--- config.mk ---
export PLATFORM = sky130hd
export DESIGN_NAME = tmcm_channel_timer
export DESIGN_NICKNAME = d
export VERILOG_FILES = /design/src/hdl/tmcm_pkg.sv /design/src/hdl/tmcm_channel_timer.sv /design/src/hdl/tmcm_pin_sync.sv
export SDC_FILE = /design/constraint.sdc
export NUM_CORES = 1
export LEC_CHECK = 0
export ABC_AREA = 1
export BUFFER_PORTS_ARGS = -buffer_cell sky130_fd_sc_hd__buf_4
export CORE_UTILIZATION = 61
export CTS_CLUSTER_SIZE = 40
export DETAILED_ROUTE_END_ITERATION = 10
export PLACE_DENSITY_LB_ADDON = 0.15
export SYNTH_ARGS = -nofsm -noshare
export SYNTH_HDL_FRONTEND = slang
export SYNTH_SLANG_ARGS = --single-unit
--- constraint.sdc ---
create_clock -name clk -period 2.65 [get_ports clk]
set_clock_uncertainty 0.05 [all_clocks]
set_input_delay 0.53 -clock clk [delete_from_list [all_inputs] [get_ports clk]]
set_output_delay 0.53 -clock clk [all_outputs]
set_load 0.05 [all_outputs]
--- src/hdl/tmcm_pkg.sv ---
// Purpose: Shared constants and types for the timer modulo and channel block
// Assumes: 8-bit register port, one channel, counter clock equal to clk
// Notes:   Byte addresses below are the register port indices
`default_nettype none
package tmcm_pkg;
   localparam logic [3:0]  ADDR_MODULE_SC     = 4'h0;
   localparam logic [3:0]  ADDR_CNT_HIGH      = 4'h1;
   localparam logic [3:0]  ADDR_CNT_LOW       = 4'h2;
   localparam logic [3:0]  ADDR_MOD_HIGH      = 4'h3;
   localparam logic [3:0]  ADDR_MOD_LOW       = 4'h4;
   localparam logic [3:0]  ADDR_CHAN_SC       = 4'h5;
   localparam logic [3:0]  ADDR_CHAN_VAL_HIGH = 4'h6;
   localparam logic [3:0]  ADDR_CHAN_VAL_LOW  = 4'h7;

   localparam int          MSC_OVF_BIT        = 7;
   localparam int          MSC_OVF_IE_BIT     = 6;
   localparam int          MSC_UPDOWN_BIT     = 5;
   localparam int          CSC_FLAG_BIT       = 7;

   localparam logic [15:0] MODULO_RESET       = 16'h0000;
   localparam logic [15:0] COUNT_RESET        = 16'h0000;
   localparam logic [15:0] CHAN_VALUE_RESET   = 16'h0000;
   localparam logic [7:0]  CHAN_SC_RESET      = 8'h00;
   localparam logic [15:0] FREE_RUN_TOP       = 16'hffff;
   localparam logic [7:0]  READ_IDLE          = 8'h00;

   typedef struct packed {
      logic [3:0] addr;
      logic [7:0] wdata;
      logic       wr;
      logic       rd;
   } tmcm_busreq_t;

   typedef struct packed {
      logic       flag;
      logic       irqEnable;
      logic       modeSelectB;
      logic       modeSelectA;
      logic       edgeLevelB;
      logic       edgeLevelA;
      logic [1:0] unused;
   } tmcm_chanctl_t;

   typedef enum logic [2:0] {
      MODE_RELEASE,
      MODE_CAPTURE,
      MODE_COMPARE,
      MODE_EDGE_PWM,
      MODE_CENTER_PWM
   } tmcm_mode_t;
endpackage
`default_nettype wire
--- src/hdl/tmcm_channel_timer.sv ---
// Purpose: 16-bit timer with buffered modulo and one capture/compare/PWM channel
// Assumes: Counter advances every clk outside debug; prescaler and clock select absent
// Notes:   Channel value writes land directly outside capture mode; only the modulo value is buffered
// Operation
// - Overflow flag sets on the counter clock after reaching the modulo value.
// - Reset clears the 16-bit modulo value to zero.
// - Modulo byte writes go to a buffer, loaded once both bytes arrive.
// - Any module status/control write restarts the modulo write sequence.
// - During debug mode the modulo buffer latch state stays frozen, except that a module status/control write clears it.
// - During debug mode modulo byte writes update the active register directly.
// - Channel event flag in bit 7 sets on each channel event.
// - Flag clears by read-while-set then writing zero; writing one does nothing.
// - An event between the read and clearing write keeps the flag set.
// - Bit 6 enables channel interrupts; reset clears enable and flag.
// - Mode select B, A and edge/level bits sit in bits 5..2.
// - Edge/level 00 releases the pin whatever the other mode bits say.
// - Mode 00 captures rising, falling or both edges per edge/level.
// - Mode 01 toggles, clears or sets the output on a match.
// - Mode select B gives edge-aligned PWM, high-true or low-true.
// - Up-down select gives center-aligned PWM acting on both up-count and down-count matches.
// - Up-down select makes the counter count up then down.
// - Up mode counts zero to modulo then reloads zero, setting overflow.
// - Capture edge copies counter to channel value and sets the flag.
//
// Decided for this implementation: the register addresses and the address-and-strobe port.
`default_nettype none
module tmcm_channel_timer (
   input  wire logic                   clk,
   input  wire logic                   reset_n,
   input  wire tmcm_pkg::tmcm_busreq_t busReq,
   output logic [7:0]                  rdata,
   input  wire logic                   backgroundDebugMode,
   input  wire logic                   chanPinIn,
   output logic                        chanPinOut,
   output logic                        chanPinOutEn,
   output logic                        overflowIrqReq,
   output logic                        channelIrqReq
);

   logic [15:0]            count;
   logic                   countDown;
   logic                   ovfFlag;
   logic                   ovfArmed;
   logic                   ovfIrqEnable;
   logic                   upDown;
   logic [15:0]            modulo;
   logic [7:0]             bufHigh;
   logic [7:0]             bufLow;
   logic                   hiLatched;
   logic                   loLatched;
   tmcm_pkg::tmcm_chanctl_t chanCtl;
   logic                   chanArmed;
   logic [15:0]            chanValue;
   logic                   pinLevel;

   logic [15:0]            next_count;
   logic                   next_countDown;
   logic                   next_ovfFlag;
   logic                   next_ovfArmed;
   logic                   next_ovfIrqEnable;
   logic                   next_upDown;
   logic [15:0]            next_modulo;
   logic [7:0]             next_bufHigh;
   logic [7:0]             next_bufLow;
   logic                   next_hiLatched;
   logic                   next_loLatched;
   tmcm_pkg::tmcm_chanctl_t next_chanCtl;
   logic                   next_chanArmed;
   logic [15:0]            next_chanValue;
   logic                   next_pinLevel;
   logic [7:0]             next_rdata;

   logic                   tick;
   logic [15:0]            topValue;
   logic                   ovfEvent;
   logic                   wrapToZero;
   logic                   match;
   logic                   captureEdge;
   logic                   chanEvent;
   logic                   pinRise;
   logic                   pinFall;
   logic                   wrMsc;
   logic                   wrCsc;
   tmcm_pkg::tmcm_mode_t   mode;

   function automatic logic isWrite(input tmcm_pkg::tmcm_busreq_t req, input logic [3:0] a);
      return req.wr && (req.addr == a);
   endfunction

   function automatic tmcm_pkg::tmcm_mode_t decodeMode(input logic ud,
                                                       input tmcm_pkg::tmcm_chanctl_t c);
      if ({c.edgeLevelB, c.edgeLevelA} == 2'h0) begin
         return tmcm_pkg::MODE_RELEASE;
      end else if (ud) begin
         return tmcm_pkg::MODE_CENTER_PWM;
      end else if (c.modeSelectB) begin
         return tmcm_pkg::MODE_EDGE_PWM;
      end else if (c.modeSelectA) begin
         return tmcm_pkg::MODE_COMPARE;
      end else begin
         return tmcm_pkg::MODE_CAPTURE;
      end
   endfunction

   tmcm_pin_sync u_pin_sync (
      .clk     (clk),
      .reset_n (reset_n),
      .pinIn   (chanPinIn),
      .rise    (pinRise),
      .fall    (pinFall)
   );

   // Debug mode freezes the counter, so no counter clock runs then
   assign tick     = !backgroundDebugMode;
   assign topValue = (modulo == tmcm_pkg::MODULO_RESET) ? tmcm_pkg::FREE_RUN_TOP : modulo;
   assign wrMsc    = isWrite(busReq, tmcm_pkg::ADDR_MODULE_SC);
   assign wrCsc    = isWrite(busReq, tmcm_pkg::ADDR_CHAN_SC);
   assign mode     = decodeMode(upDown, chanCtl);

   // Counter, overflow flag and module status/control
   always_comb begin
      next_count        = count;
      next_countDown    = countDown;
      next_ovfIrqEnable = ovfIrqEnable;
      next_upDown       = upDown;
      ovfEvent          = 1'b0;
      wrapToZero        = 1'b0;
      if (tick) begin
         if (upDown && !countDown) begin
            if (count == topValue) begin
               next_count     = count - 16'h0001;
               next_countDown = 1'b1;
               ovfEvent       = 1'b1;
            end else begin
               next_count = count + 16'h0001;
            end
         end else if (upDown) begin
            if (count == tmcm_pkg::COUNT_RESET) begin
               next_count     = count + 16'h0001;
               next_countDown = 1'b0;
            end else begin
               next_count = count - 16'h0001;
            end
         end else if (count == topValue) begin
            next_count     = tmcm_pkg::COUNT_RESET;
            next_countDown = 1'b0;
            ovfEvent       = 1'b1;
            wrapToZero     = 1'b1;
         end else begin
            next_count     = count + 16'h0001;
            next_countDown = 1'b0;
         end
      end
      if (isWrite(busReq, tmcm_pkg::ADDR_CNT_HIGH)
          || isWrite(busReq, tmcm_pkg::ADDR_CNT_LOW)) begin
         next_count     = tmcm_pkg::COUNT_RESET;
         next_countDown = 1'b0;
      end
      next_ovfArmed = ovfArmed;
      next_ovfFlag  = ovfFlag;
      if (busReq.rd && busReq.addr == tmcm_pkg::ADDR_MODULE_SC && ovfFlag) begin
         next_ovfArmed = 1'b1;
      end
      if (wrMsc) begin
         next_ovfIrqEnable = busReq.wdata[tmcm_pkg::MSC_OVF_IE_BIT];
         next_upDown       = busReq.wdata[tmcm_pkg::MSC_UPDOWN_BIT];
         if (ovfArmed && !busReq.wdata[tmcm_pkg::MSC_OVF_BIT]) begin
            next_ovfFlag = 1'b0;
         end
         next_ovfArmed = 1'b0;
      end
      // A fresh overflow always wins over a clear in flight
      if (ovfEvent) begin
         next_ovfFlag  = 1'b1;
         next_ovfArmed = 1'b0;
      end
   end

   always_ff @(posedge clk) begin
      if (!reset_n) begin
         count        <= tmcm_pkg::COUNT_RESET;
         countDown    <= 1'b0;
         ovfFlag      <= 1'b0;
         ovfArmed     <= 1'b0;
         ovfIrqEnable <= 1'b0;
         upDown       <= 1'b0;
      end else begin
         count        <= next_count;
         countDown    <= next_countDown;
         ovfFlag      <= next_ovfFlag;
         ovfArmed     <= next_ovfArmed;
         ovfIrqEnable <= next_ovfIrqEnable;
         upDown       <= next_upDown;
      end
   end

   // Modulo write buffer; loads once both halves have arrived, in either order
   always_comb begin
      next_modulo    = modulo;
      next_bufHigh   = bufHigh;
      next_bufLow    = bufLow;
      next_hiLatched = hiLatched;
      next_loLatched = loLatched;
      if (backgroundDebugMode) begin
         if (isWrite(busReq, tmcm_pkg::ADDR_MOD_HIGH)) begin
            next_modulo[15:8] = busReq.wdata;
         end
         if (isWrite(busReq, tmcm_pkg::ADDR_MOD_LOW)) begin
            next_modulo[7:0] = busReq.wdata;
         end
      end else if (isWrite(busReq, tmcm_pkg::ADDR_MOD_HIGH)) begin
         next_bufHigh = busReq.wdata;
         if (loLatched) begin
            next_modulo    = {busReq.wdata, bufLow};
            next_loLatched = 1'b0;
         end else begin
            next_hiLatched = 1'b1;
         end
      end else if (isWrite(busReq, tmcm_pkg::ADDR_MOD_LOW)) begin
         next_bufLow = busReq.wdata;
         if (hiLatched) begin
            next_modulo    = {bufHigh, busReq.wdata};
            next_hiLatched = 1'b0;
         end else begin
            next_loLatched = 1'b1;
         end
      end
      if (wrMsc) begin
         next_hiLatched = 1'b0;
         next_loLatched = 1'b0;
      end
   end

   always_ff @(posedge clk) begin
      if (!reset_n) begin
         modulo    <= tmcm_pkg::MODULO_RESET;
         bufHigh   <= 8'h00;
         bufLow    <= 8'h00;
         hiLatched <= 1'b0;
         loLatched <= 1'b0;
      end else begin
         modulo    <= next_modulo;
         bufHigh   <= next_bufHigh;
         bufLow    <= next_bufLow;
         hiLatched <= next_hiLatched;
         loLatched <= next_loLatched;
      end
   end

   // Channel: capture, compare and PWM output
   assign match = tick && (count == chanValue) && (mode != tmcm_pkg::MODE_RELEASE)
                  && (mode != tmcm_pkg::MODE_CAPTURE);
   assign captureEdge = (mode == tmcm_pkg::MODE_CAPTURE)
                        && ((pinRise && chanCtl.edgeLevelA)
                        || (pinFall && chanCtl.edgeLevelB));
   assign chanEvent = match || captureEdge;

   always_comb begin
      next_chanCtl   = chanCtl;
      next_chanArmed = chanArmed;
      next_chanValue = chanValue;
      next_pinLevel  = pinLevel;
      if (busReq.rd && busReq.addr == tmcm_pkg::ADDR_CHAN_SC && chanCtl.flag) begin
         next_chanArmed = 1'b1;
      end
      if (wrCsc) begin
         next_chanCtl           = busReq.wdata;
         next_chanCtl.unused    = 2'h0;
         next_chanCtl.flag      = chanCtl.flag;
         if (chanArmed && !busReq.wdata[tmcm_pkg::CSC_FLAG_BIT]) begin
            next_chanCtl.flag = 1'b0;
         end
         next_chanArmed = 1'b0;
      end
      if (mode != tmcm_pkg::MODE_CAPTURE) begin
         if (isWrite(busReq, tmcm_pkg::ADDR_CHAN_VAL_HIGH)) begin
            next_chanValue[15:8] = busReq.wdata;
         end
         if (isWrite(busReq, tmcm_pkg::ADDR_CHAN_VAL_LOW)) begin
            next_chanValue[7:0] = busReq.wdata;
         end
      end
      if (captureEdge) begin
         next_chanValue = count;
      end
      unique case (mode)
         tmcm_pkg::MODE_COMPARE: begin
            if (match) begin
               unique case ({chanCtl.edgeLevelB, chanCtl.edgeLevelA})
                  2'h1: next_pinLevel = !pinLevel;
                  2'h2: next_pinLevel = 1'b0;
                  2'h3: next_pinLevel = 1'b1;
                  default: next_pinLevel = pinLevel;
               endcase
            end
         end
         tmcm_pkg::MODE_EDGE_PWM: begin
            // Period start drives the active level; a match ends the pulse
            if (wrapToZero) begin
               next_pinLevel = !chanCtl.edgeLevelA;
            end
            if (match) begin
               next_pinLevel = chanCtl.edgeLevelA;
            end
         end
         tmcm_pkg::MODE_CENTER_PWM: begin
            if (match) begin
               next_pinLevel = countDown ? !chanCtl.edgeLevelA : chanCtl.edgeLevelA;
            end
         end
         tmcm_pkg::MODE_RELEASE,
         tmcm_pkg::MODE_CAPTURE: begin
            next_pinLevel = pinLevel;
         end
      endcase
      // Set wins over a clear in the same cycle
      if (chanEvent) begin
         next_chanCtl.flag = 1'b1;
         next_chanArmed    = 1'b0;
      end
   end

   always_ff @(posedge clk) begin
      if (!reset_n) begin
         chanCtl   <= tmcm_pkg::CHAN_SC_RESET;
         chanArmed <= 1'b0;
         chanValue <= tmcm_pkg::CHAN_VALUE_RESET;
         pinLevel  <= 1'b0;
      end else begin
         chanCtl   <= next_chanCtl;
         chanArmed <= next_chanArmed;
         chanValue <= next_chanValue;
         pinLevel  <= next_pinLevel;
      end
   end

   // Register read port, data valid only in the cycle after the strobe
   always_comb begin
      next_rdata = tmcm_pkg::READ_IDLE;
      if (busReq.rd) begin
         unique case (busReq.addr)
            tmcm_pkg::ADDR_MODULE_SC:     next_rdata = {ovfFlag, ovfIrqEnable, upDown, 5'h00};
            tmcm_pkg::ADDR_CNT_HIGH:      next_rdata = count[15:8];
            tmcm_pkg::ADDR_CNT_LOW:       next_rdata = count[7:0];
            tmcm_pkg::ADDR_MOD_HIGH:      next_rdata = modulo[15:8];
            tmcm_pkg::ADDR_MOD_LOW:       next_rdata = modulo[7:0];
            tmcm_pkg::ADDR_CHAN_SC:       next_rdata = chanCtl;
            tmcm_pkg::ADDR_CHAN_VAL_HIGH: next_rdata = chanValue[15:8];
            tmcm_pkg::ADDR_CHAN_VAL_LOW:  next_rdata = chanValue[7:0];
            default:                      next_rdata = tmcm_pkg::READ_IDLE;
         endcase
      end
   end

   always_ff @(posedge clk) begin
      if (!reset_n) begin
         rdata <= tmcm_pkg::READ_IDLE;
      end else begin
         rdata <= next_rdata;
      end
   end

   assign chanPinOut     = pinLevel;
   assign chanPinOutEn   = (mode != tmcm_pkg::MODE_RELEASE) && (mode != tmcm_pkg::MODE_CAPTURE);
   assign overflowIrqReq = ovfFlag && ovfIrqEnable;
   assign channelIrqReq  = chanCtl.flag && chanCtl.irqEnable;
endmodule // tmcm_channel_timer
`default_nettype wire

--- src/hdl/tmcm_pin_sync.sv ---
// Purpose: Three-stage synchroniser with edge pulses for the channel pin
// Assumes: Pin is asynchronous to clk
// Notes:   A change counts only once stages two and three agree
`default_nettype none
module tmcm_pin_sync (
   input  wire logic clk,
   input  wire logic reset_n,
   input  wire logic pinIn,
   output logic      rise,
   output logic      fall
);
   logic stage1;
   logic stage2;
   logic stage3;
   logic level;
   logic next_level;

   always_comb begin
      next_level = (stage2 == stage3) ? stage3 : level;
   end

   always_ff @(posedge clk) begin
      if (!reset_n) begin
         stage1 <= 1'b0;
         stage2 <= 1'b0;
         stage3 <= 1'b0;
         level  <= 1'b0;
      end else begin
         stage1 <= pinIn;
         stage2 <= stage1;
         stage3 <= stage2;
         level  <= next_level;
      end
   end

   assign rise = next_level && !level;
   assign fall = !next_level && level;
endmodule // tmcm_pin_sync
`default_nettype wire

* Yosys cells after proc, flatten, opt, wreduce, memory -nomap -nowiden
Index checks and enable logic that the tools add are counted.
** Storage, ports and cells
- Bits in registers :: 91
- Input bits :: 18
- Output and inout bits :: 12
- Logic and storage cells :: 184
** Operators by class
- $add $sub $neg :: 2
- Equality and inequality tests :: 29
- Mux-type cells :: 52
- Bitwise gates (word level) :: 4
- Reductions and logical operators :: 70
** Operators by type and width (count)
- 16-bit two-way mux :: 13
- 8-bit one-hot mux with 8 select lines :: 1
- 8-bit two-way mux :: 5
- 16-bit == test :: 2
- 16-bit logical NOT :: 2
- 1-bit two-way mux :: 27
- 1-bit logical AND :: 26
- 2-bit nonzero test :: 9
- 16-bit by 1-bit adder with 16-bit output, second input constant :: 1
- 4-bit by 3-bit == test with 1-bit output, second input constant :: 4
- 16-bit by 1-bit subtractor with 16-bit output, second input constant :: 1
- 2-bit AND reduction :: 6
- 3-bit AND reduction :: 4
- 4-bit by 2-bit == test with 1-bit output, second input constant :: 2
- 2-bit by 1-bit != test with 1-bit output, second input constant :: 4
- 4-bit AND reduction :: 2
- 1-bit logical NOT :: 7
- 3-bit by 2-bit == test with 1-bit output, second input constant :: 2
- 3-bit two-way mux :: 2
- 2-bit != test, second input constant :: 3
- 3-bit by 1-bit != test with 1-bit output, second input constant :: 2
- 3-bit != test, second input constant :: 2
- 1-bit one-hot mux with 3 select lines :: 2
- 3-bit nonzero test :: 2
- 16 further kinds :: 26

* Depth between registers and ports, before layout
- Depth after elaboration :: 10
- Gate-level depth with buffers :: 17
- Mapped depth without buffers :: 16

* Cells and area by module
Synthesis repeated with hierarchy kept, for this count alone.
** Second synthesis, totals
- Cells, all modules :: 840
- Area, all modules :: 5552.8 µm²
** Modules (own cells, without submodules)
- tmcm_channel_timer :: instances 1, cells an instance 819, area each 5407.7 µm², seq. area each 1741.7 µm²
- tmcm_pin_sync :: instances 1, cells an instance 21, area each 145.1 µm², seq. area each 80.1 µm²

* Least setup slack after synthesis
No wires, ideal clock.
- Kind :: register to register
- Start point :: reg chanCtl[2] (netlist name)
- End point :: reg pinLevel (netlist: chanPinOut)
- Data arrival time :: 2324 ps
- Slack :: 144 ps
- Stages on the path, launching flop included :: 15
- Period minus slack after synthesis :: 2506 ps
- Cell sequence :: dfxtp_1 inv_1 ha_1 inv_1 nand2_1 nor2_1 nor2_1 inv_1 nor3_1 nand3_1 xor2_1 nand2_1 nand3_1 nand3_1 a21oi_1
** Between the ends
- Longest elaborated chain between the ends :: 7
- Elaborated cells on any way between the ends :: 29
- Classes of those cells :: eq/ne: 12; mux: 8; bitwise: 1; reduce/logical: 8
** Ends and longest elaborated chain
- start: declaration :: RTL line tmcm_channel_timer.sv:51 : tmcm_pkg::tmcm_chanctl_t chanCtl;
- start signal: assignment :: RTL line tmcm_channel_timer.sv:325 : chanCtl <= tmcm_pkg::CHAN_SC_RESET;
- start signal: assignment :: RTL line tmcm_channel_timer.sv:330 : chanCtl <= next_chanCtl;
- 2-bit logical NOT :: RTL line tmcm_channel_timer.sv:92 : if ({c.edgeLevelB, c.edgeLevelA} == 2'h0) begin
- 3-bit two-way mux :: RTL line tmcm_channel_timer.sv:92
- 3-bit nonzero test :: RTL line tmcm_channel_timer.sv:251 : assign match = tick && (count == chanValue) && (mode != tmcm_pkg::MODE_RELEASE)
- 1-bit logical AND :: RTL line tmcm_channel_timer.sv:251
- 1-bit logical AND :: RTL line tmcm_channel_timer.sv:252 : && (mode != tmcm_pkg::MODE_CAPTURE);
- 3-bit != test (no line) (tied with other cells)
- 5-bit AND reduction (no line) or 1-bit one-hot mux with 3 select lines (tied branches)
- end signal: assignment :: RTL line tmcm_channel_timer.sv:333 : pinLevel <= next_pinLevel;
- end: declaration :: RTL line tmcm_channel_timer.sv:54 : logic pinLevel;
Several ways; a longest one is shown, not always the timed one. The select of a mux whose other input is x is not followed.
A chain may end at the register's enable or synchronous reset.

* Worst setup path after layout
- Start point :: reg chanCtl[2] (netlist name)
- End point :: out chanPinOutEn
** Between the ends
- Longest elaborated chain between the ends :: 4
- Elaborated cells on any way between the ends :: 5
- Classes of those cells :: eq/ne: 1; mux: 1; reduce/logical: 3
** Ends and longest elaborated chain
- 2-bit logical NOT (*) :: RTL line tmcm_channel_timer.sv:92
- 3-bit two-way mux (*) :: RTL line tmcm_channel_timer.sv:92
- 3-bit by 1-bit != test with 1-bit output or 3-bit nonzero test (tied branches) :: RTL line tmcm_channel_timer.sv:364 : assign chanPinOutEn = (mode != tmcm_pkg::MODE_RELEASE) && (mode != tmcm_pkg::MODE_CAPTURE);
- 1-bit logical AND (*) :: RTL line tmcm_channel_timer.sv:364
- end: declaration :: RTL line tmcm_channel_timer.sv:35 : output logic chanPinOutEn,
Every way passes the cells marked *; elsewhere a longest branch is shown, timed or not.

==> results.tsv <==
metric	value	unit
run status	complete, no violations	
post-route design area	6300	um2
R2R cell count	14	
die area	9740	um2
Critical R2R Launch	modulo[1]	
WL/cell	18.7	um
worst path cell trace	inv_1, ha_1, inv_1, nand2_1, nor2_1, nor2_1, buf_4	
CTS H-tree depth	3	
crit share post-route	94.7	%
Worst Setup End Kind	primary output	
Final setup viols	0	
CTS sink cnt	91	
CTS root buffer	clkbuf_8	
via count	6230	
xor/xnor share of the synthesized area	5.51	%
Core Region	8890	um2
Hold Crit Depth	3	
Mapped Nets	898	
Rows	34	
Startpoint Class	flop	
DRT antenna net count	0	
slowest CP cell	dfxtp_1	
cells after synthesis	875	
Post-Synthesis Cell Area	5700	um2
HP Class	in -> reg	
CTS Buf Count	9	
die height	98.7	um
most common cell after layout, fill and taps aside	nand2_1	
Setup crit end	chanPinOutEn	
gr usage total	40.3	%
Cell Pwr Density	504	nW/um2
Die W	98.7	um
Finished Layout Cells	1016	
worst-case vdd ir drop	0.432	mV
worst setup path startpoint	chanCtl[2]	
simple-gate share of the synthesized area	32.2	%
maxcap violations	0	
Crit path buffers/inverters	3	
number of global-route vias before repair	5722	
initial DRC count	623	
Util after Layout	70.9	%
Fmax	398	MHz
Worst Hold Launch	chanPinIn	
largest family of logic cells by synthesized area	simple AND/OR/NAND/NOR gates	
CP Data Required Time	2070	ps
Total Nets Final	926	
Post-DP Area	6080	um2
CP top delay family	buffers and inverters	
via/cell ratio	6.13	
pin count of the biggest net entering global routing	47	
CP Data Arrival Time	1930	ps
clock buffer depth	2	
#FFs+latches synth	91	
Rel. slew slack	52.5	%
initial antenna violation count	0	
GP Congestion	1.01	
Crit path largest cell delay	430	ps
setup_tns	0	ps
area grow syn2layout	10.6	%
multiplexer share of the synthesized area	0	%
commonest non-fill, non-tap cells in the layout	nand2_1 (224), inv_1 (93), dfxtp_1 (91), nor2_1 (78), o21ai_0 (65)	
Ant. Diodes	0	
Crit Path Class	reg -> out	
first-pass GRT wire length	29.9	mm
Final Power	0.00318	W
Compound-Gate Fraction of Synth Area	19.1	%
CTS tree	done	
R2R Path End	count[11]	
Avg Synthesized Cell Area	6.52	um2
io pins	30	
drt first pass iters	6	
grt ovf	0	
starting density of the core	64.1	%
worst-margin pin slew	695	ps
I/O Buffers	29	
Placed Instances	1000	
Max FO, Critical Path	5	
drt drc	0	
Clk Latency, worst-skew pair	400	ps
Final Hold Vio Count	0	
R2R setup slack	250	ps
register clock-pin slew on the reported worst setup and hold paths	110	ps
YS warnings	0	
Crit. path cell count	7	
cts hold-fix bufs	0	
min Tclk post-route	2510	ps
routed wire length	19.0	mm
unrepaired setup endpoints after global routing	false	
Netlist cell types	49	
layout cells sized above 1	12.1	%
Synth Area in Adders	1.10	%
post-synthesis sequential area ratio	32.0	%
leakage power	2.72	nW
Final Max Tran Viols	0	
detailed placement HPWL	14.3	mm
## sequential cells by signal (all words and copies together), names as in the netlist, 6 cells and up
name       count
chanCtl        6
rdata          8
bufLow         8
bufHigh        8
modulo        16
chanValue     16
count         16
## routing by layer
metal  global-route usage (%)  vias up  wire length, um
met2                     61.0      365             8270
li1                         -     2939                -
met4                     26.1        0             1170
met1                     52.6     2842             7670
met5                        0        -                0
met3                     7.80       84             1880
## stage by stage
stage,hold WS (ps),setup WS [ps]
floorplan,340,144
global placement,351,256
detailed placement,353,177
CTS,276,165
global route,277,30.9
finish,271,140
## synthesized netlist by cell type, drive strengths merged
master	number	area [um2]
nand2	229	882
inv	100	378
dfxtp	91	1820
nor2	87	375
o21ai	69	349
nand3	68	365
a21oi	49	260
a31oi	37	238
xor2	31	279
clkbuf	21	78.8
buf	18	111
o22ai	15	93.8
nor3	14	85.1
nand4	7	43.8
nor4	6	43.8
ha	5	62.6
o211ai	4	30.0
xnor2	4	35.0
a211oi	3	22.5
clkinv	3	11.3
a2111oi	2	17.5
a221oi	2	17.5
nand3b	2	15.0
a21o	1	7.51
a32oi	1	27.5
a41oi	1	8.76
and3b	1	8.76
nor3b	1	7.51
o2111ai	1	8.76
o31ai	1	7.51
or3b	1	8.76
## cell type report
cell class	instances	area (um2)
inverter	103	389
sequential	91	1820
multi-input combinational	642	3310
clock buffer	9	124
fill	794	2590
tap	108	135
timing repair buffer	56	433
clock inverter	7	93.8
## repair_timing
item | in CTS | in global routing
setup endpoints to repair | 0 | 5
hold endpoints to repair | 0 | 0
setup buffers | 0 | 0
resized for setup | 0 | 2
## cell families after synthesis
kind of cell | Yosys count
xor+xnor | 35
buf+inv | 142
flops | 91
compound gates | 186
simple gates | 416
fa+ha+maj | 5
## worst reg2reg max path: stages (launching register included)
cell	delay (ps)
dfxtp_1	360
nor2_1	90
nand2_1	70
nor2_1	220
nand2_4	240
nand3_2	120
nand2_1	80
nor2_1	120
nand4_1	160
nor2_4	180
nand3_2	280
nand3_1	150
nand2_1	70
inv_1	70
a21oi_2	50
## power by group
group / leakage, nW / switching, W / total, W / internal [W]
clock: 0.107 / 0.000601 / 0.00106 / 0.000462
combinational: 1.88 / 0.000441 / 0.000656 / 0.000215
sequential: 0.738 / 0.0000574 / 0.00146 / 0.00140
total: 2.72 / 0.00110 / 0.00318 / 0.00208
## worst min path at each step
stage | to
after global routing | u_pin_sync.stage1
after global placement | u_pin_sync.stage2
final | u_pin_sync.stage1
after floorplan | u_pin_sync.stage2
after detailed placement | u_pin_sync.stage2
after CTS | u_pin_sync.stage1
No activity file was read; power rests on OpenSTA's default activity.
